**config.mk**
```make
export PLATFORM = sky130hd
export DESIGN_NAME = tcp_core_ports_flat
export DESIGN_NICKNAME = d
export VERILOG_FILES = /design/src/logic/tcp_pkg.sv /design/src/logic/tcp_link_if.sv /design/src/logic/tcp_core_ports.sv /design/src/flat_wrapper.sv
export SDC_FILE = /design/constraint.sdc
export NUM_CORES = 1
export LEC_CHECK = 0
export BUFFER_PORTS_ARGS = -buffer_cell sky130_fd_sc_hd__clkbuf_2
export CAP_MARGIN = 40
export CORE_AREA = 5 5 258 260
export DETAILED_ROUTE_END_ITERATION = 7
export DIE_AREA = 0 0 263 265
export PLACE_DENSITY = 0.44
export SLEW_MARGIN = 5
export SYNTH_ARGS = -nofsm -noshare
export SYNTH_HDL_FRONTEND = slang
export SYNTH_SLANG_ARGS = --single-unit
```
**constraint.sdc**
```tcl
create_clock -name clk -period 10.41 [get_ports clk]
set_clock_uncertainty 0.1 [all_clocks]
set_input_delay 1.5615 -clock clk [delete_from_list [all_inputs] [get_ports clk]]
set_output_delay 1.5615 -clock clk [all_outputs]
set_load 0.02 [all_outputs]
```
**src/logic/tcp_pkg.sv**
```systemverilog
// Purpose: Shared constants and types for the local memory ports.
// Assumes: One clock, synchronous active-high reset.
// Notes:   Sizes are log2 of bytes; zero size marks an absent port.
package tcp_pkg;
  localparam int          TCP_IADDR_W     = 32;
  localparam int          TCP_IDATA_W     = 64;
  localparam int          TCP_DDATA_W     = 32;
  localparam int          TCP_ISTRB_W     = 8;
  localparam int          TCP_DSTRB_W     = 4;
  localparam int          TCP_BANK_BIT    = 2;
  localparam int          TCP_ILOG2_SIZE  = 16;
  localparam int          TCP_DLOG2_SIZE  = 17;
  localparam int          TCP_LOG2_MIN    = 12;
  localparam int          TCP_LOG2_MAX    = 24;
  localparam logic [31:0] TCP_IBASE       = 32'h0000_0000;
  localparam logic [31:0] TCP_DBASE       = 32'h2000_0000;
  localparam logic        TCP_RST_BIT     = 1'b0;

  // Requester of an access
  typedef enum logic [1:0] {
    TCP_SRC_NONE  = 2'b00,
    TCP_SRC_FETCH = 2'b01,
    TCP_SRC_LSU   = 2'b10,
    TCP_SRC_SLAVE = 2'b11
  } tcp_src_t;

  // Port state
  typedef enum logic [1:0] {
    TCP_ST_IDLE = 2'b00,
    TCP_ST_RESP = 2'b01,
    TCP_ST_DONE = 2'b10
  } tcp_state_t;
endpackage : tcp_pkg

```
**src/logic/tcp_link_if.sv**
```systemverilog
// Purpose: One local memory port between core side and memory controller.
// Assumes: Both ends on clk; controller answers next non-waited cycle.
// Notes:   DW chooses 64-bit instruction or 32-bit data width.
interface tcp_link_if #(parameter int DW = 32) (input wire logic clk);
  logic                 req;
  logic                 wr;
  logic [31:0]          addr;
  logic [DW/8-1:0]      strb;
  logic [DW-1:0]        wdata;
  tcp_pkg::tcp_src_t    src;
  logic [DW-1:0]        rdata;
  logic                 wait_st;
  logic                 err;
  logic                 retry;

  modport core (output req, wr, addr, strb, wdata, src,
                input  rdata, wait_st, err, retry);
  modport mem  (input  req, wr, addr, strb, wdata, src,
                output rdata, wait_st, err, retry);
endinterface : tcp_link_if

```
**src/logic/tcp_core_ports.sv**
```systemverilog
// Contract
// - One 64-bit instruction local port
// - Two 32-bit data ports by address bit 2
// - Reads and writes may repeat harmlessly
// - Ignore error and retry when speculative
// - Hold read sampling while wait asserted
// - Memory error raises fault for access
// - Misaligned Device access gives alignment fault
// - Faulting read data discarded, no update
// - Faulting write never reaches the port
// - No attributes or permissions on port
// - Local memory always normal non-cacheable
// - Size power of two 4KB-16MB or zero
// - Each data port holds half size
// - Beyond size goes to main bus
// - Priority load/store, prefetch, then slave
// - Lower requesters stall while port busy
// - Each request tags its source
// - Reissue access when retry requested
// - Retry only when side enable set
// - Ports independent, own address and data
// - Prefetch reads only; others read/write
// - Fixed base address per port
//
// Purpose: Core end of the instruction and two data local memory ports.
// Assumes: Requesters hold a request until done pulses for them.
// Notes:   Sizes and bases are integration parameters, not software state.
module tcp_core_ports
  import tcp_pkg::*;
#(
  parameter int          ILOG2 = TCP_ILOG2_SIZE,
  parameter int          DLOG2 = TCP_DLOG2_SIZE,
  parameter logic [31:0] IBASE = TCP_IBASE,
  parameter logic [31:0] DBASE = TCP_DBASE
) (
  // Clock and reset
  input  wire logic         clk,
  input  wire logic         rst,
  // Retry enables per side
  input  wire logic         instr_retry_enable,
  input  wire logic         data_retry_enable,
  // Load/store unit request
  input  wire logic         lsu_req,
  input  wire logic         lsu_wr,
  input  wire logic [31:0]  lsu_addr,
  input  wire logic [3:0]   lsu_strb,
  input  wire logic [31:0]  lsu_wdata,
  input  wire logic         lsu_spec,
  input  wire logic         lsu_mpu_fault,
  input  wire logic         lsu_dev_type,
  // Prefetch unit request, read only
  input  wire logic         pfu_req,
  input  wire logic [31:0]  pfu_addr,
  input  wire logic         pfu_spec,
  input  wire logic         pfu_mpu_fault,
  // System slave port request
  input  wire logic         sys_req,
  input  wire logic         sys_wr,
  input  wire logic [31:0]  sys_addr,
  input  wire logic [3:0]   sys_strb,
  input  wire logic [31:0]  sys_wdata,
  // Completion to requesters
  output tcp_src_t          done_src,
  output logic [63:0]       done_rdata,
  output logic              done_fault,
  output logic              done_load_ok,
  output logic              usage_fault_a,
  output tcp_src_t          stall_src,
  // Forward to main bus master port
  output logic              main_bus_master_port_req,
  output logic [31:0]       main_bus_master_port_addr,
  output tcp_src_t          main_bus_master_port_src,
  // Local ports
  tcp_link_if.core          instruction_local_ram,
  tcp_link_if.core          data_port_even,
  tcp_link_if.core          data_port_odd
);
  import tcp_pkg::*;

  // Size check on parameters
  localparam int DHALF = (DLOG2 == 0) ? 0 : DLOG2 - 1;
  localparam logic SIZE_OK = (ILOG2 == 0 || (ILOG2 >= TCP_LOG2_MIN && ILOG2 <= TCP_LOG2_MAX))
    && (DLOG2 == 0 || (DLOG2 >= TCP_LOG2_MIN && DLOG2 <= TCP_LOG2_MAX));

  ////////////////////////////////////////////////////////////////////////////
  // Region decode, fixed bases, beyond size goes out
  function automatic logic hit(input logic [31:0] a, input logic [31:0] base, input int lg);
    logic [31:0] span;
    span = (lg == 0) ? 32'h0000_0000 : (32'h0000_0001 << lg);
    hit  = SIZE_OK && (lg != 0) && (a >= base) && ((a - base) < span);
  endfunction : hit

  // Local hit indices: 0 instr, 1 even, 2 odd
  function automatic logic [2:0] decode(input logic [31:0] a);
    decode = 3'h0;
    if (hit(a, IBASE, ILOG2)) begin
      decode[0] = 1'b1;
    end else if (hit(a, DBASE, DLOG2)) begin
      decode[a[TCP_BANK_BIT] ? 2 : 1] = 1'b1;
    end
  endfunction : decode

  logic [2:0] lsu_hit, pfu_hit, sys_hit;
  logic       lsu_algn;
  always_comb begin
    lsu_hit  = decode(lsu_addr);
    pfu_hit  = decode(pfu_addr);
    sys_hit  = decode(sys_addr);
    // Partial strobe pattern not naturally aligned
    lsu_algn = lsu_dev_type && !(lsu_strb == 4'hF || lsu_strb == 4'h3 || lsu_strb == 4'hC
      || lsu_strb == 4'h1 || lsu_strb == 4'h2 || lsu_strb == 4'h4 || lsu_strb == 4'h8);
  end

  ////////////////////////////////////////////////////////////////////////////
  // Per-port arbitration and sequencing; ports independent
  tcp_state_t  st_reg   [3];
  tcp_src_t    own_reg  [3];
  logic        spec_reg [3];
  logic        flt_reg  [3];
  logic        wr_reg   [3];
  logic [31:0] a_reg    [3];
  logic [3:0]  s_reg    [3];
  logic [31:0] wd_reg   [3];
  logic        req_reg  [3];
  logic [63:0] rd_w     [3];
  logic        wt_w     [3];
  logic        er_w     [3];
  logic        rt_w     [3];
  logic        ren      [3];
  tcp_src_t    win      [3];

  // Gather answers; attributes never leave the core
  always_comb begin
    rd_w[0] = instruction_local_ram.rdata;
    rd_w[1] = {32'h0000_0000, data_port_even.rdata};
    rd_w[2] = {32'h0000_0000, data_port_odd.rdata};
    wt_w[0] = instruction_local_ram.wait_st;
    wt_w[1] = data_port_even.wait_st;
    wt_w[2] = data_port_odd.wait_st;
    er_w[0] = instruction_local_ram.err;
    er_w[1] = data_port_even.err;
    er_w[2] = data_port_odd.err;
    rt_w[0] = instruction_local_ram.retry;
    rt_w[1] = data_port_even.retry;
    rt_w[2] = data_port_odd.retry;
    ren[0]  = instr_retry_enable;
    ren[1]  = data_retry_enable;
    ren[2]  = data_retry_enable;
    // Fixed priority load/store, prefetch, slave
    for (int p = 0; p < 3; p++) begin
      if (lsu_req && lsu_hit[p]) begin
        win[p] = TCP_SRC_LSU;
      end else if (pfu_req && pfu_hit[p]) begin
        win[p] = TCP_SRC_FETCH;
      end else if (sys_req && sys_hit[p]) begin
        win[p] = TCP_SRC_SLAVE;
      end else begin
        win[p] = TCP_SRC_NONE;
      end
    end
  end

  logic [2:0] fin;
  for (genvar p = 0; p < 3; p++) begin : g_port
    logic ans;
    // Answer in the first non-waited cycle after the request pulse
    assign ans = (st_reg[p] == TCP_ST_RESP) && !req_reg[p] && !wt_w[p];
    assign fin[p] = ans && !(ren[p] && rt_w[p] && !spec_reg[p]);
    // One-cycle request, wait before sampling, retry reissue
    always_ff @(posedge clk) begin
      if (rst) begin
        st_reg[p]  <= TCP_ST_IDLE;
        own_reg[p] <= TCP_SRC_NONE;
        req_reg[p] <= TCP_RST_BIT;
        spec_reg[p] <= 1'b0;
        flt_reg[p] <= 1'b0;
        wr_reg[p]  <= 1'b0;
        a_reg[p]   <= 32'h0000_0000;
        s_reg[p]   <= 4'h0;
        wd_reg[p]  <= 32'h0000_0000;
      end else begin
        req_reg[p] <= 1'b0;
        case (st_reg[p])
          TCP_ST_IDLE: begin
            if (win[p] != TCP_SRC_NONE) begin
              own_reg[p] <= win[p];
              case (win[p])
                TCP_SRC_LSU: begin
                  wr_reg[p]   <= lsu_wr;
                  a_reg[p]    <= lsu_addr;
                  s_reg[p]    <= lsu_strb;
                  wd_reg[p]   <= lsu_wdata;
                  spec_reg[p] <= lsu_spec;
                  flt_reg[p]  <= lsu_mpu_fault || lsu_algn;
                  // Faulting write kept off the port
                  req_reg[p]  <= !(lsu_wr && (lsu_mpu_fault || lsu_algn));
                end
                TCP_SRC_FETCH: begin
                  wr_reg[p]   <= 1'b0;
                  a_reg[p]    <= pfu_addr;
                  s_reg[p]    <= 4'hF;
                  spec_reg[p] <= pfu_spec;
                  flt_reg[p]  <= pfu_mpu_fault;
                  req_reg[p]  <= 1'b1;
                end
                default: begin
                  wr_reg[p]   <= sys_wr;
                  a_reg[p]    <= sys_addr;
                  s_reg[p]    <= sys_strb;
                  wd_reg[p]   <= sys_wdata;
                  spec_reg[p] <= 1'b0;
                  flt_reg[p]  <= 1'b0;
                  req_reg[p]  <= 1'b1;
                end
              endcase
              st_reg[p] <= TCP_ST_RESP;
            end
          end
          TCP_ST_RESP: begin
            if (!req_reg[p] && wr_reg[p] && flt_reg[p]) begin
              st_reg[p] <= TCP_ST_DONE;
            end else if (ans && !fin[p]) begin
              req_reg[p] <= 1'b1;
            end else if (fin[p]) begin
              st_reg[p] <= TCP_ST_DONE;
            end
          end
          TCP_ST_DONE: st_reg[p] <= TCP_ST_IDLE;
          default:     st_reg[p] <= TCP_ST_IDLE;
        endcase
      end
    end
  end

  // Drive ports; source tag on each request
  always_comb begin
    instruction_local_ram.req   = req_reg[0];
    instruction_local_ram.wr    = wr_reg[0];
    instruction_local_ram.addr  = a_reg[0];
    instruction_local_ram.strb  = a_reg[0][2] ? {s_reg[0], 4'h0} : {4'h0, s_reg[0]};
    instruction_local_ram.wdata = {wd_reg[0], wd_reg[0]};
    instruction_local_ram.src   = own_reg[0];
    data_port_even.req   = req_reg[1];
    data_port_even.wr    = wr_reg[1];
    data_port_even.addr  = a_reg[1];
    data_port_even.strb  = s_reg[1];
    data_port_even.wdata = wd_reg[1];
    data_port_even.src   = own_reg[1];
    data_port_odd.req    = req_reg[2];
    data_port_odd.wr     = wr_reg[2];
    data_port_odd.addr   = a_reg[2];
    data_port_odd.strb   = s_reg[2];
    data_port_odd.wdata  = wd_reg[2];
    data_port_odd.src    = own_reg[2];
  end

  ////////////////////////////////////////////////////////////////////////////
  // Completion, stall and forward outputs, lowest port index wins
  always_ff @(posedge clk) begin
    if (rst) begin
      done_src      <= TCP_SRC_NONE;
      done_rdata    <= 64'h0000_0000_0000_0000;
      done_fault    <= 1'b0;
      done_load_ok  <= 1'b0;
      usage_fault_a <= 1'b0;
      stall_src     <= TCP_SRC_NONE;
      main_bus_master_port_req  <= 1'b0;
      main_bus_master_port_addr <= 32'h0000_0000;
      main_bus_master_port_src  <= TCP_SRC_NONE;
    end else begin
      done_src      <= TCP_SRC_NONE;
      done_fault    <= 1'b0;
      done_load_ok  <= 1'b0;
      usage_fault_a <= 1'b0;
      for (int p = 2; p >= 0; p--) begin
        if (st_reg[p] == TCP_ST_RESP && (fin[p] || (!req_reg[p] && wr_reg[p] && flt_reg[p]))) begin
          done_src   <= own_reg[p];
          done_rdata <= rd_w[p];
          // Memory error faults unless speculative
          done_fault <= flt_reg[p] || (er_w[p] && !spec_reg[p]);
          // Faulting read data not loaded
          done_load_ok  <= !wr_reg[p] && !flt_reg[p] && !(er_w[p] && !spec_reg[p]);
          usage_fault_a <= own_reg[p] == TCP_SRC_LSU && flt_reg[p] && lsu_algn;
        end
      end
      // Lower requester blocked by a higher one requesting the same port
      if (sys_req && |(sys_hit & ((lsu_req ? lsu_hit : 3'h0) | (pfu_req ? pfu_hit : 3'h0)))) begin
        stall_src <= TCP_SRC_SLAVE;
      end else if (pfu_req && |(pfu_hit & (lsu_req ? lsu_hit : 3'h0))) begin
        stall_src <= TCP_SRC_FETCH;
      end else begin
        stall_src <= TCP_SRC_NONE;
      end
      // Load/store or prefetch miss on all local ports goes to main bus
      main_bus_master_port_req <= (lsu_req && lsu_hit == 3'h0) || (pfu_req && pfu_hit == 3'h0);
      main_bus_master_port_addr <= (lsu_req && lsu_hit == 3'h0) ? lsu_addr : pfu_addr;
      main_bus_master_port_src  <= (lsu_req && lsu_hit == 3'h0) ? TCP_SRC_LSU : TCP_SRC_FETCH;
    end
  end
endmodule : tcp_core_ports

```
**src/flat_wrapper.sv**
```systemverilog
// flat-port wrapper written by rule: the top's interface ports become plain ports
module tcp_core_ports_flat import tcp_pkg::*;
#(
  parameter int          ILOG2 = TCP_ILOG2_SIZE,
  parameter int          DLOG2 = TCP_DLOG2_SIZE,
  parameter logic [31:0] IBASE = TCP_IBASE,
  parameter logic [31:0] DBASE = TCP_DBASE
)
  (clk, rst, instr_retry_enable, data_retry_enable, lsu_req, lsu_wr, lsu_addr, lsu_strb, lsu_wdata, lsu_spec, lsu_mpu_fault, lsu_dev_type, pfu_req, pfu_addr, pfu_spec, pfu_mpu_fault, sys_req, sys_wr, sys_addr, sys_strb, sys_wdata, done_src, done_rdata, done_fault, done_load_ok, usage_fault_a, stall_src, main_bus_master_port_req, main_bus_master_port_addr, main_bus_master_port_src, instruction_local_ram_req, instruction_local_ram_wr, instruction_local_ram_addr, instruction_local_ram_strb, instruction_local_ram_wdata, instruction_local_ram_src, instruction_local_ram_rdata, instruction_local_ram_wait_st, instruction_local_ram_err, instruction_local_ram_retry, data_port_even_req, data_port_even_wr, data_port_even_addr, data_port_even_strb, data_port_even_wdata, data_port_even_src, data_port_even_rdata, data_port_even_wait_st, data_port_even_err, data_port_even_retry, data_port_odd_req, data_port_odd_wr, data_port_odd_addr, data_port_odd_strb, data_port_odd_wdata, data_port_odd_src, data_port_odd_rdata, data_port_odd_wait_st, data_port_odd_err, data_port_odd_retry);
  tcp_link_if #(.DW(64)) instruction_local_ram_i (.clk(clk));
  tcp_link_if #(.DW(32)) data_port_even_i (.clk(clk));
  tcp_link_if #(.DW(32)) data_port_odd_i (.clk(clk));
  input  wire logic clk;
  input  wire logic rst;
  input  wire logic instr_retry_enable;
  input  wire logic data_retry_enable;
  input  wire logic lsu_req;
  input  wire logic lsu_wr;
  input  wire logic [31:0] lsu_addr;
  input  wire logic [3:0] lsu_strb;
  input  wire logic [31:0] lsu_wdata;
  input  wire logic lsu_spec;
  input  wire logic lsu_mpu_fault;
  input  wire logic lsu_dev_type;
  input  wire logic pfu_req;
  input  wire logic [31:0] pfu_addr;
  input  wire logic pfu_spec;
  input  wire logic pfu_mpu_fault;
  input  wire logic sys_req;
  input  wire logic sys_wr;
  input  wire logic [31:0] sys_addr;
  input  wire logic [3:0] sys_strb;
  input  wire logic [31:0] sys_wdata;
  output tcp_src_t done_src;
  output logic [63:0] done_rdata;
  output logic done_fault;
  output logic done_load_ok;
  output logic usage_fault_a;
  output tcp_src_t stall_src;
  output logic main_bus_master_port_req;
  output logic [31:0] main_bus_master_port_addr;
  output tcp_src_t main_bus_master_port_src;
  output wire logic [$bits(instruction_local_ram_i.req)-1:0] instruction_local_ram_req;
  output wire logic [$bits(instruction_local_ram_i.wr)-1:0] instruction_local_ram_wr;
  output wire logic [$bits(instruction_local_ram_i.addr)-1:0] instruction_local_ram_addr;
  output wire logic [$bits(instruction_local_ram_i.strb)-1:0] instruction_local_ram_strb;
  output wire logic [$bits(instruction_local_ram_i.wdata)-1:0] instruction_local_ram_wdata;
  output wire logic [$bits(instruction_local_ram_i.src)-1:0] instruction_local_ram_src;
  input wire logic [$bits(instruction_local_ram_i.rdata)-1:0] instruction_local_ram_rdata;
  input wire logic [$bits(instruction_local_ram_i.wait_st)-1:0] instruction_local_ram_wait_st;
  input wire logic [$bits(instruction_local_ram_i.err)-1:0] instruction_local_ram_err;
  input wire logic [$bits(instruction_local_ram_i.retry)-1:0] instruction_local_ram_retry;
  output wire logic [$bits(data_port_even_i.req)-1:0] data_port_even_req;
  output wire logic [$bits(data_port_even_i.wr)-1:0] data_port_even_wr;
  output wire logic [$bits(data_port_even_i.addr)-1:0] data_port_even_addr;
  output wire logic [$bits(data_port_even_i.strb)-1:0] data_port_even_strb;
  output wire logic [$bits(data_port_even_i.wdata)-1:0] data_port_even_wdata;
  output wire logic [$bits(data_port_even_i.src)-1:0] data_port_even_src;
  input wire logic [$bits(data_port_even_i.rdata)-1:0] data_port_even_rdata;
  input wire logic [$bits(data_port_even_i.wait_st)-1:0] data_port_even_wait_st;
  input wire logic [$bits(data_port_even_i.err)-1:0] data_port_even_err;
  input wire logic [$bits(data_port_even_i.retry)-1:0] data_port_even_retry;
  output wire logic [$bits(data_port_odd_i.req)-1:0] data_port_odd_req;
  output wire logic [$bits(data_port_odd_i.wr)-1:0] data_port_odd_wr;
  output wire logic [$bits(data_port_odd_i.addr)-1:0] data_port_odd_addr;
  output wire logic [$bits(data_port_odd_i.strb)-1:0] data_port_odd_strb;
  output wire logic [$bits(data_port_odd_i.wdata)-1:0] data_port_odd_wdata;
  output wire logic [$bits(data_port_odd_i.src)-1:0] data_port_odd_src;
  input wire logic [$bits(data_port_odd_i.rdata)-1:0] data_port_odd_rdata;
  input wire logic [$bits(data_port_odd_i.wait_st)-1:0] data_port_odd_wait_st;
  input wire logic [$bits(data_port_odd_i.err)-1:0] data_port_odd_err;
  input wire logic [$bits(data_port_odd_i.retry)-1:0] data_port_odd_retry;
  assign instruction_local_ram_req = instruction_local_ram_i.req;
  assign instruction_local_ram_wr = instruction_local_ram_i.wr;
  assign instruction_local_ram_addr = instruction_local_ram_i.addr;
  assign instruction_local_ram_strb = instruction_local_ram_i.strb;
  assign instruction_local_ram_wdata = instruction_local_ram_i.wdata;
  assign instruction_local_ram_src = instruction_local_ram_i.src;
  assign instruction_local_ram_i.rdata = instruction_local_ram_rdata;
  assign instruction_local_ram_i.wait_st = instruction_local_ram_wait_st;
  assign instruction_local_ram_i.err = instruction_local_ram_err;
  assign instruction_local_ram_i.retry = instruction_local_ram_retry;
  assign data_port_even_req = data_port_even_i.req;
  assign data_port_even_wr = data_port_even_i.wr;
  assign data_port_even_addr = data_port_even_i.addr;
  assign data_port_even_strb = data_port_even_i.strb;
  assign data_port_even_wdata = data_port_even_i.wdata;
  assign data_port_even_src = data_port_even_i.src;
  assign data_port_even_i.rdata = data_port_even_rdata;
  assign data_port_even_i.wait_st = data_port_even_wait_st;
  assign data_port_even_i.err = data_port_even_err;
  assign data_port_even_i.retry = data_port_even_retry;
  assign data_port_odd_req = data_port_odd_i.req;
  assign data_port_odd_wr = data_port_odd_i.wr;
  assign data_port_odd_addr = data_port_odd_i.addr;
  assign data_port_odd_strb = data_port_odd_i.strb;
  assign data_port_odd_wdata = data_port_odd_i.wdata;
  assign data_port_odd_src = data_port_odd_i.src;
  assign data_port_odd_i.rdata = data_port_odd_rdata;
  assign data_port_odd_i.wait_st = data_port_odd_wait_st;
  assign data_port_odd_i.err = data_port_odd_err;
  assign data_port_odd_i.retry = data_port_odd_retry;
  tcp_core_ports #(.ILOG2(ILOG2), .DLOG2(DLOG2), .IBASE(IBASE), .DBASE(DBASE)) u_core (.clk(clk), .rst(rst), .instr_retry_enable(instr_retry_enable), .data_retry_enable(data_retry_enable), .lsu_req(lsu_req), .lsu_wr(lsu_wr), .lsu_addr(lsu_addr), .lsu_strb(lsu_strb), .lsu_wdata(lsu_wdata), .lsu_spec(lsu_spec), .lsu_mpu_fault(lsu_mpu_fault), .lsu_dev_type(lsu_dev_type), .pfu_req(pfu_req), .pfu_addr(pfu_addr), .pfu_spec(pfu_spec), .pfu_mpu_fault(pfu_mpu_fault), .sys_req(sys_req), .sys_wr(sys_wr), .sys_addr(sys_addr), .sys_strb(sys_strb), .sys_wdata(sys_wdata), .done_src(done_src), .done_rdata(done_rdata), .done_fault(done_fault), .done_load_ok(done_load_ok), .usage_fault_a(usage_fault_a), .stall_src(stall_src), .main_bus_master_port_req(main_bus_master_port_req), .main_bus_master_port_addr(main_bus_master_port_addr), .main_bus_master_port_src(main_bus_master_port_src), .instruction_local_ram(instruction_local_ram_i), .data_port_even(data_port_even_i), .data_port_odd(data_port_odd_i));
endmodule
```
Word-level counts from Yosys, hierarchy flattened
Memory sizes are Yosys's and may differ from the RTL's.
Cells that the tools add are included.

word-level totals
  register bits after elaboration = 106
  memories kept = 9
  bits in read-only memories = 0
  bits of input ports = 319
  output and inout port bits = 358
  latch bits = 0
  logic and storage cells = 527
  bits in writable memories = 228

cells by class
  $add $sub $neg = 3
  multiply operators = 0
  divide/modulo/power cells = 0
  $lt $le $gt $ge = 18
  shifts and indexed selects = 0
  eq/ne operators = 22
  reductions and logical operators = 123
  muxes and demuxes = 256
  bitwise gates (word level) = 87

memories
  memory           depth  width  rd ports  clocked after Yosys merged registers in  wr ports  RTL line               text
  u_core.a_reg     3      32     3         0                                        3         tcp_core_ports.sv:121  logic [31:0] a_reg [3];
  u_core.wd_reg    3      32     3         0                                        3         tcp_core_ports.sv:123  logic [31:0] wd_reg [3];
  u_core.s_reg     3      4      3         0                                        3         tcp_core_ports.sv:122  logic [3:0] s_reg [3];
  u_core.own_reg   3      2      3         0                                        3         tcp_core_ports.sv:117  tcp_src_t own_reg [3];
  u_core.st_reg    3      2      3         0                                        3         tcp_core_ports.sv:116  tcp_state_t st_reg [3];
  u_core.flt_reg   3      1      3         0                                        3         tcp_core_ports.sv:119  logic flt_reg [3];
  3 more memories  -      -      -         -                                        -         -

operators by type and width
  cell                                                                                   number
  32-bit 2-to-1 mux                                                                      16
  32-bit by 1-bit greater-or-equal comparator with 1-bit output, second input constant   6
  64-bit 2-to-1 mux                                                                      3
  1-bit 2-to-1 mux                                                                       181
  32-bit by 30-bit greater-or-equal comparator with 1-bit output, second input constant  3
  32-bit by 17-bit < comparator with 1-bit output, second input constant                 3
  32-bit by 18-bit < comparator with 1-bit output, second input constant                 3
  32-bit by 4-bit < comparator with 1-bit output, second input constant                  3
  32-bit by 30-bit subtractor with 32-bit output, second input constant                  3
  1-bit OR                                                                               84
  2-bit 2-to-1 mux                                                                       38
  1-bit logical AND                                                                      66
  4-bit 2-to-1 mux                                                                       9
  1-bit logical NOT                                                                      26
  2-bit == test, second input constant                                                   9
  3-bit 2-to-1 mux                                                                       5
  3-bit OR reduction                                                                     5
  1-bit logical OR                                                                       14
  2-bit by 1-bit == test with 1-bit output, second input constant                        6
  4-bit == test, second input constant                                                   3
  4-bit by 2-bit == test with 1-bit output, second input constant                        2
  8-bit 2-to-1 mux                                                                       1
  3-bit AND                                                                              2
  1-bit demux with 2-bit select                                                          3
  other kinds (8)                                                                        15

Logic depth before layout (Yosys ltp)
Gate-level depths: netlist of run 1.

  word-level depth = 21
  gate-level depth with buffers = 11
  mapped depth without buffers = 9

Worst setup path after synthesis of run 1
OpenSTA, ideal clock, no wires.

  path kind = input to register
  start = input port lsu_addr[30]
  end = memory u_core.a_reg[0][0], enable pin
  setup slack = 4.287 ns
  required time = 9.816 ns
  library setup time = 0.494 ns
  stages on the path = 4
  path buffers = 0
  arrival time = 5.529 ns
  cell sequence = or4_1 > nor2_2 > nor3_1 > o31ai_1

RTL lines
  element          RTL line               text
  start, declared  flat_wrapper.sv:19     input wire logic [31:0] lsu_addr;
  end, declared    tcp_core_ports.sv:121

==> out/metrics.csv, run 1 <==
stage,metric,value,unit
outcome,status,"complete, no violations",
place,portBuffers,676,
place,hpwl,51600,µm
clock_network,path_clk_slew,60,ps
die,placementRows,93,
global_routing,grt_antenna_before_repair,9,
synth,yosys.area.top_type,edfxtp_1,
timing,rsz0062_at_grt,no,
clock_network,cts_setup_buffers,0,
layout,seq_area,0.00895,mm²
route,vias,13507,
clock_network,hold_buffers,0,
route,drc_errors,0,
synth,synth_edf_count,226,
timing,min_period,4350,ps
global_routing,grt-ovfl-total,0,
synth,ys_seq_elements,334,
synth,synth_cells,1348,
clock_network,clockRootBuffer,clkbuf_16,
route,dr.pass1.iters,6,
clock_network,clock_sinks,334,
clock_network,cts_resized,0,
die,dieArea,0.0697,mm²
global_routing,grt_first_pass_wirelength,97000,µm
timing,tns,0,ps
layout,syn_to_final_growth,39.0,%
timing,setup_violations,0,
place,dp_cells,2821,
route,wl,67500,µm
route,drt-wirelength-per-cell,23.2,µm
power_and_ir_drop,vdd_drop_max,120,µV
global_routing,globalRouteTotalUtil,18.3,%
flow_run,max_cap_violations,0,
route,viasPerCell,4.65,
layout,nets,2332,
hold_path,min_path_type,reg2reg,
timing,fmax,0.230,GHz
synth,yosys-top-cells-count,"226 x edfxtp_1, 189 x nand2_1, 126 x nor2_1",
place,place_congestion,0.825,
timing,hold_violations,0,
global_routing,grt_pass1_vias,13767,
power_and_ir_drop,power_density,167,mW/mm²
setup_path,crit_path_end_kind,flip-flop,
synth,synth.distinct_cells,72,
global_routing,grt_max_degree,74,
layout,fin_area,0.0208,mm²
clock_network,h-tree-depth,2,
layout,fillers,6664,
clock_network,cts_inserted_buffers,42,
clock_network,clkLatencyLatePin,570,ps
setup_path,crit_path_start_kind,input pin,
synth,syn_area,0.0149,mm²
setup_path,arrival,4450,ps
layout,instances_no_fill,2906,
synth,ys.flop_type,edfxtp_1,
synth,synth_top_area_share,45.4,%
die,core,0.0639,mm²
die,fp.dieH,265,µm
synth,seq_area_frac_synth,59.9,%
timing,finalHoldWorstSlack,372,ps
synth,yosysMostFrequentCell,edfxtp_1,
setup_path,cp.required,10510,ps
layout,drive_above_1_share,40.6,%
synth,async_reset_ff_share,0,%
clock_network,clk_path_buf_depth,3,
setup_path,cp_max_fo,34,
synth,syn_avg_cell_area,11.1,µm²
die,start_util,23.4,%
route,ant_nets,0,
synth,yosysWarningCount,0,
timing,worstMarginPinSlew,851,ps
setup_path,critical_path_class,in2reg,
timing,min_period_over_period,41.8,%
layout,multiInputGateArea,0.00536,mm²
place,place_area,0.0193,mm²
power_and_ir_drop,power,3.46,mW
route,drt-initial-drc-count,1097,
clock_network,cts_tree,built,
synth,synth_area_leaders,"edfxtp_1 45%, dfxtp_1 14%, nand2_1 4.7%",
die,chipWidth,263,µm
die,pin_count,677,
timing,relSlewSlack,42.8,%
power_and_ir_drop,power.leakage,9.33,nW
timing,final_max_slew_viol_count,0,
[worst max-delay path: stages]
cell	delay, ps
clkbuf_2	90
nor4_1	730
and4_1	410
and3_1	660
or3_1	220
nand2_1	80
nand2_2	170
buf_4	490
[final timing paths]
path | from | end | slack [ps] | depth (start not counted)
setup / recovery | pfu_addr[20] | u_core.a_reg[2][1] | 6060 | 8
hold reg to reg | u_core.done_rdata[62] | u_core.done_rdata[62] | 370 | 1
hold / removal | u_core.done_rdata[62] | u_core.done_rdata[62] | 370 | 1
setup reg to reg | u_core.st_reg[2][1] | u_core.wd_reg[2][12] | 7730 | 5
[where the power goes]
group          switching, mW  leakage [nW]  total (mW)  internal, mW
Combinational          0.269          5.40       0.399         0.130
Clock                  0.614         0.725        1.55         0.940
Sequential            0.0307          3.20        1.51          1.48
Total                  0.914          9.33        3.46          2.55
[cells in the final DEF, fill, tap and decap left out, types with 8 or more instances in the layout]
cell type / count
inv_1: 30
nand2_1: 183
o21a_1: 34
dfxtp_1: 108
a21o_1: 8
and2_1: 9
conb_1: 42
nand3_1: 18
clkbuf_2: 676
nor4_1: 38
and3_1: 26
clkinv_1: 8
clkbuf_16: 43
nor2_1: 125
buf_4: 24
o221a_2: 13
a221o_1: 18
a222oi_1: 13
o221a_1: 20
edfxtp_1: 226
o21ai_0: 17
a21oi_1: 96
a22o_1: 69
nor3_1: 41
[routing by layer]
layer,track usage [%],part of all wire (%),up-vias
met5,0,0.076,-
li1,-,-,6295
met1,22.5,40,6537
met3,4.33,6.6,109
met2,31.9,50,558
met4,5.99,3.2,8
[cell type report]
class,instances,share of cell area (%)
sequential,334,43.1
multi-input combinational,892,25.8
timing repair buffer,710,18.2
clock buffer,51,5.52
tap,855,5.15
clock inverter,27,1.59
inverter,30,0.542
antenna,7,0.0843
[per-stage QoR]
step | utilization (%) | setup WS, ps
after floorplan | - | 4290
after global placement | 29.8 | 5210
after detailed placement | 30.2 | 5450
after CTS | 32.5 | 6070
after global routing | 32.5 | 5960
final | 32.5 | 6060
[kinds of logic (layout without fill, tap and decap cells)]
| kind of cell | count (synthesis) | after routing | share of synthesized area, % |
|---|---|---|---|
| fa+ha+maj | 4 | 4 | 0.318 |
| compound gates | 325 | 325 | 16.5 |
| simple gates | 511 | 511 | 16.8 |
| xor+xnor | 4 | 4 | 0.234 |
| other cells | 2 | 49 | 0.0503 |
| buf+inv | 162 | 818 | 5.79 |
| flops | 334 | 334 | 59.9 |
| mux | 6 | 6 | 0.402 |
Power figures use the tool's default switching activity.
==> run 2: changes to the inputs <==
==> constraint.sdc (replaced) <==
create_clock -name clk -period 4.28 [get_ports clk]
set_clock_uncertainty 0.1 [all_clocks]
set_input_delay 0.642 -clock clk [delete_from_list [all_inputs] [get_ports clk]]
set_output_delay 0.642 -clock clk [all_outputs]
set_load 0.02 [all_outputs]
==> run 2 against run 1 <==
  * Final cell count grew 0.28%
  * Register-to-register slack got worse by 6200 ps
  * Cell area decreased by 0.69%
  * Flip-flop and latch count is the same
  * Clock power grew 130%
  * Critical endpoint is now u_core.a_reg[0][6]
  * Largest power group is now registers
==> out/metrics.csv, run 2 (synthesis gave the netlist of run 1 again) <==
stage,metric,value,unit,change
layout,fillers,6650,,-0.21%
clock_network,cts_setup_buffers,0,,unchanged
place,place_congestion,0.840,,+1.8%
route,vias,13480,,-0.20%
clock_network,clockRootBuffer,clkbuf_16,,
setup_path,cp.required,4620,ps,-5890 ps
die,dieArea,0.0697,mm²,unchanged
place,hpwl,52100,µm,+0.89%
clock_network,cts_resized,0,,unchanged
power_and_ir_drop,pwr-share-clk,42.9,%,-1.9 points
global_routing,globalRouteTotalUtil,18.2,%,-0.082 points
clock_network,clk_path_buf_depth,3,,unchanged
timing,tns,0,ps,unchanged
power_and_ir_drop,vdd_drop_max,242,µV,+100%
route,ant_nets,0,,unchanged
layout,syn_to_final_growth,38.1,%,
power_and_ir_drop,seqPwrFrac,45.2,%,+1.6 points
die,chipWidth,263,µm,unchanged
setup_path,cp_max_fo,29,,-15%
clock_network,clkLatencyLatePin,580,ps,about the same
setup_path,crit_path_start_kind,input pin,,
setup_path,startpoint,sys_addr[28],,
route,drt-wirelength-per-cell,23.3,µm,+0.23%
layout,seq_area,0.00895,mm²,unchanged
timing,worstMarginPinSlew,871,ps,+20.4 ps
route,viasPerCell,4.63,,-0.47%
timing,hold_violations,0,,unchanged
global_routing,grt_max_degree,57,,-23%
route,drc_errors,0,,unchanged
power_and_ir_drop,switchingPower,2.20,mW,+140%
global_routing,grt_pass1_vias,13644,,-0.89%
setup_path,crit_path_end_kind,flip-flop,,
setup_path,critical_path_class,in2reg,,
layout,utilization,32.3,%,-0.23 points
power_and_ir_drop,switching_share,27.1,%,+0.70 points
timing,min_period_over_period,69.5,%,
hold_path,min_path_type,in2reg,,
timing,relSlewSlack,41.7,%,-1.2 points
setup_path,rr_startpoint,u_core.st_reg[0][1],,
power_and_ir_drop,power_density,395,mW/mm²,+140%
die,fp.dieH,265,µm,unchanged
power_and_ir_drop,internal_power,5.94,mW,+130%
clock_network,cts_inserted_buffers,42,,unchanged
outcome,status,"complete, no violations",,
timing,setup_violations,0,,unchanged
flow_run,max_cap_violations,0,,unchanged
die,core,0.0639,mm²,unchanged
setup_path,arrival,3310,ps,-1140 ps
layout,final_cell_mix,"675 x clkbuf_2, 226 x edfxtp_1, 183 x nand2_1, 125 x nor2_1, 108 x dfxtp_1",,
global_routing,grt-ovfl-total,0,,unchanged
power_and_ir_drop,power.leakage,9.26,nW,-0.73%
clock_network,clock_sinks,334,,unchanged
setup_path,reg2reg_slack,1570,ps,-6160 ps
die,pin_count,677,,unchanged
place,portBuffers,676,,unchanged
timing,final_max_slew_viol_count,0,,unchanged
setup_path,worst_r2r_path_depth,6,,+1
die,placementRows,93,,unchanged
route,drt-initial-drc-count,979,,-11%
clock_network,h-tree-depth,2,,unchanged
global_routing,grt_antenna_before_repair,15,,+6
route,wl,67900,µm,+0.50%
setup_path,r2r_end,u_core.a_reg[0][6],,
clock_network,path_clk_slew,60,ps,about the same
timing,fmax,0.336,GHz,
layout,drive_above_1_share,40.5,%,-0.080 points
setup_path,cp-endpoint,u_core.a_reg[0][6],,
die,start_util,23.4,%,unchanged
timing,rsz0062_at_grt,no,,
layout,multiInputGateArea,0.00536,mm²,unchanged
power_and_ir_drop,power_frac_comb,11.9,%,+0.4 points
layout,mostFrequentLayoutCell,clkbuf_2,,
global_routing,grt_first_pass_wirelength,96200,µm,-0.87%
timing,min_period,2970,ps,
hold_path,whs_path_depth,2,,+1
clock_network,hold_buffers,0,,unchanged
layout,nets,2341,,+0.39%
clock_network,cts_tree,built,,
route,dr.pass1.iters,6,,unchanged
-- run 2: cell count changes in the layout (fill, tap and decap cells not counted), moves of 3 or more --
cell / change
clkinvlp_4: +3
clkinv_1: -6
buf_4: +12
bufinv_16: -4
buf_16: -4
clkbuf_1: +13
-- run 2: worst max-delay path: stages --
cell,delay (ps)
clkbuf_2,80
nor4_1,280
nand4_1,330
nor2_1,440
nor4b_4,790
buf_4,480
a22oi_1,150
nand2_1,90
-- run 2: metrics by stage --
stage          power, mW  hold WS, ps  instances  setup WS, ps  area (µm²)
6_report            8.14          178       2914          1310       20600
3_5_place_dp        4.73          358       2830           693       19300
2_1_floorplan       4.20          462       1388           293       15100
4_1_cts             8.28          128       2908          1320       20600
3_3_place_gp        4.73          356       2825           689       19200
5_1_grt             8.47          144       2912          1140       20600
-- run 2: worst min path at each step --
stage / startpoint / end / slack (ps)
after detailed placement: u_core.done_rdata[54] / u_core.done_rdata[54] / 360
after global routing: instruction_local_ram_rdata[58] / u_core.done_rdata[58] / 140
after CTS: instruction_local_ram_rdata[45] / u_core.done_rdata[45] / 130
final: instruction_local_ram_rdata[56] / u_core.done_rdata[56] / 180
after floorplan: u_core.done_rdata[10] / u_core.done_rdata[10] / 460
after global placement: u_core.done_rdata[45] / u_core.done_rdata[45] / 360
-- run 2: cell type report --
class                      count  area share [%]
clock buffer                  61            5.59
antenna                        6          0.0728
sequential                   334            43.4
tap                          855            5.19
timing repair buffer         719            18.4
inverter                      30           0.546
clock inverter                17           0.898
multi-input combinational    892            26.0
-- run 2: power by group through the flow --
stage                     Combinational (mW)  Clock [mW]  Sequential [mW]
after floorplan                        0.276           0             3.93
after global placement                 0.981           0             3.74
after detailed placement               0.984           0             3.75
after CTS                              0.988        3.61             3.68
after global routing                    1.04        3.73             3.69
final                                  0.971        3.49             3.68
-- run 2: routing by layer --
layer	track usage [%]	vias to the layer above	share of wire [%]
li1	-	6307	-
met1	21.7	6520	39
met2	32.5	543	52
met3	4.95	92	6.8
met4	5.19	18	2.4
met5	0	-	0.18
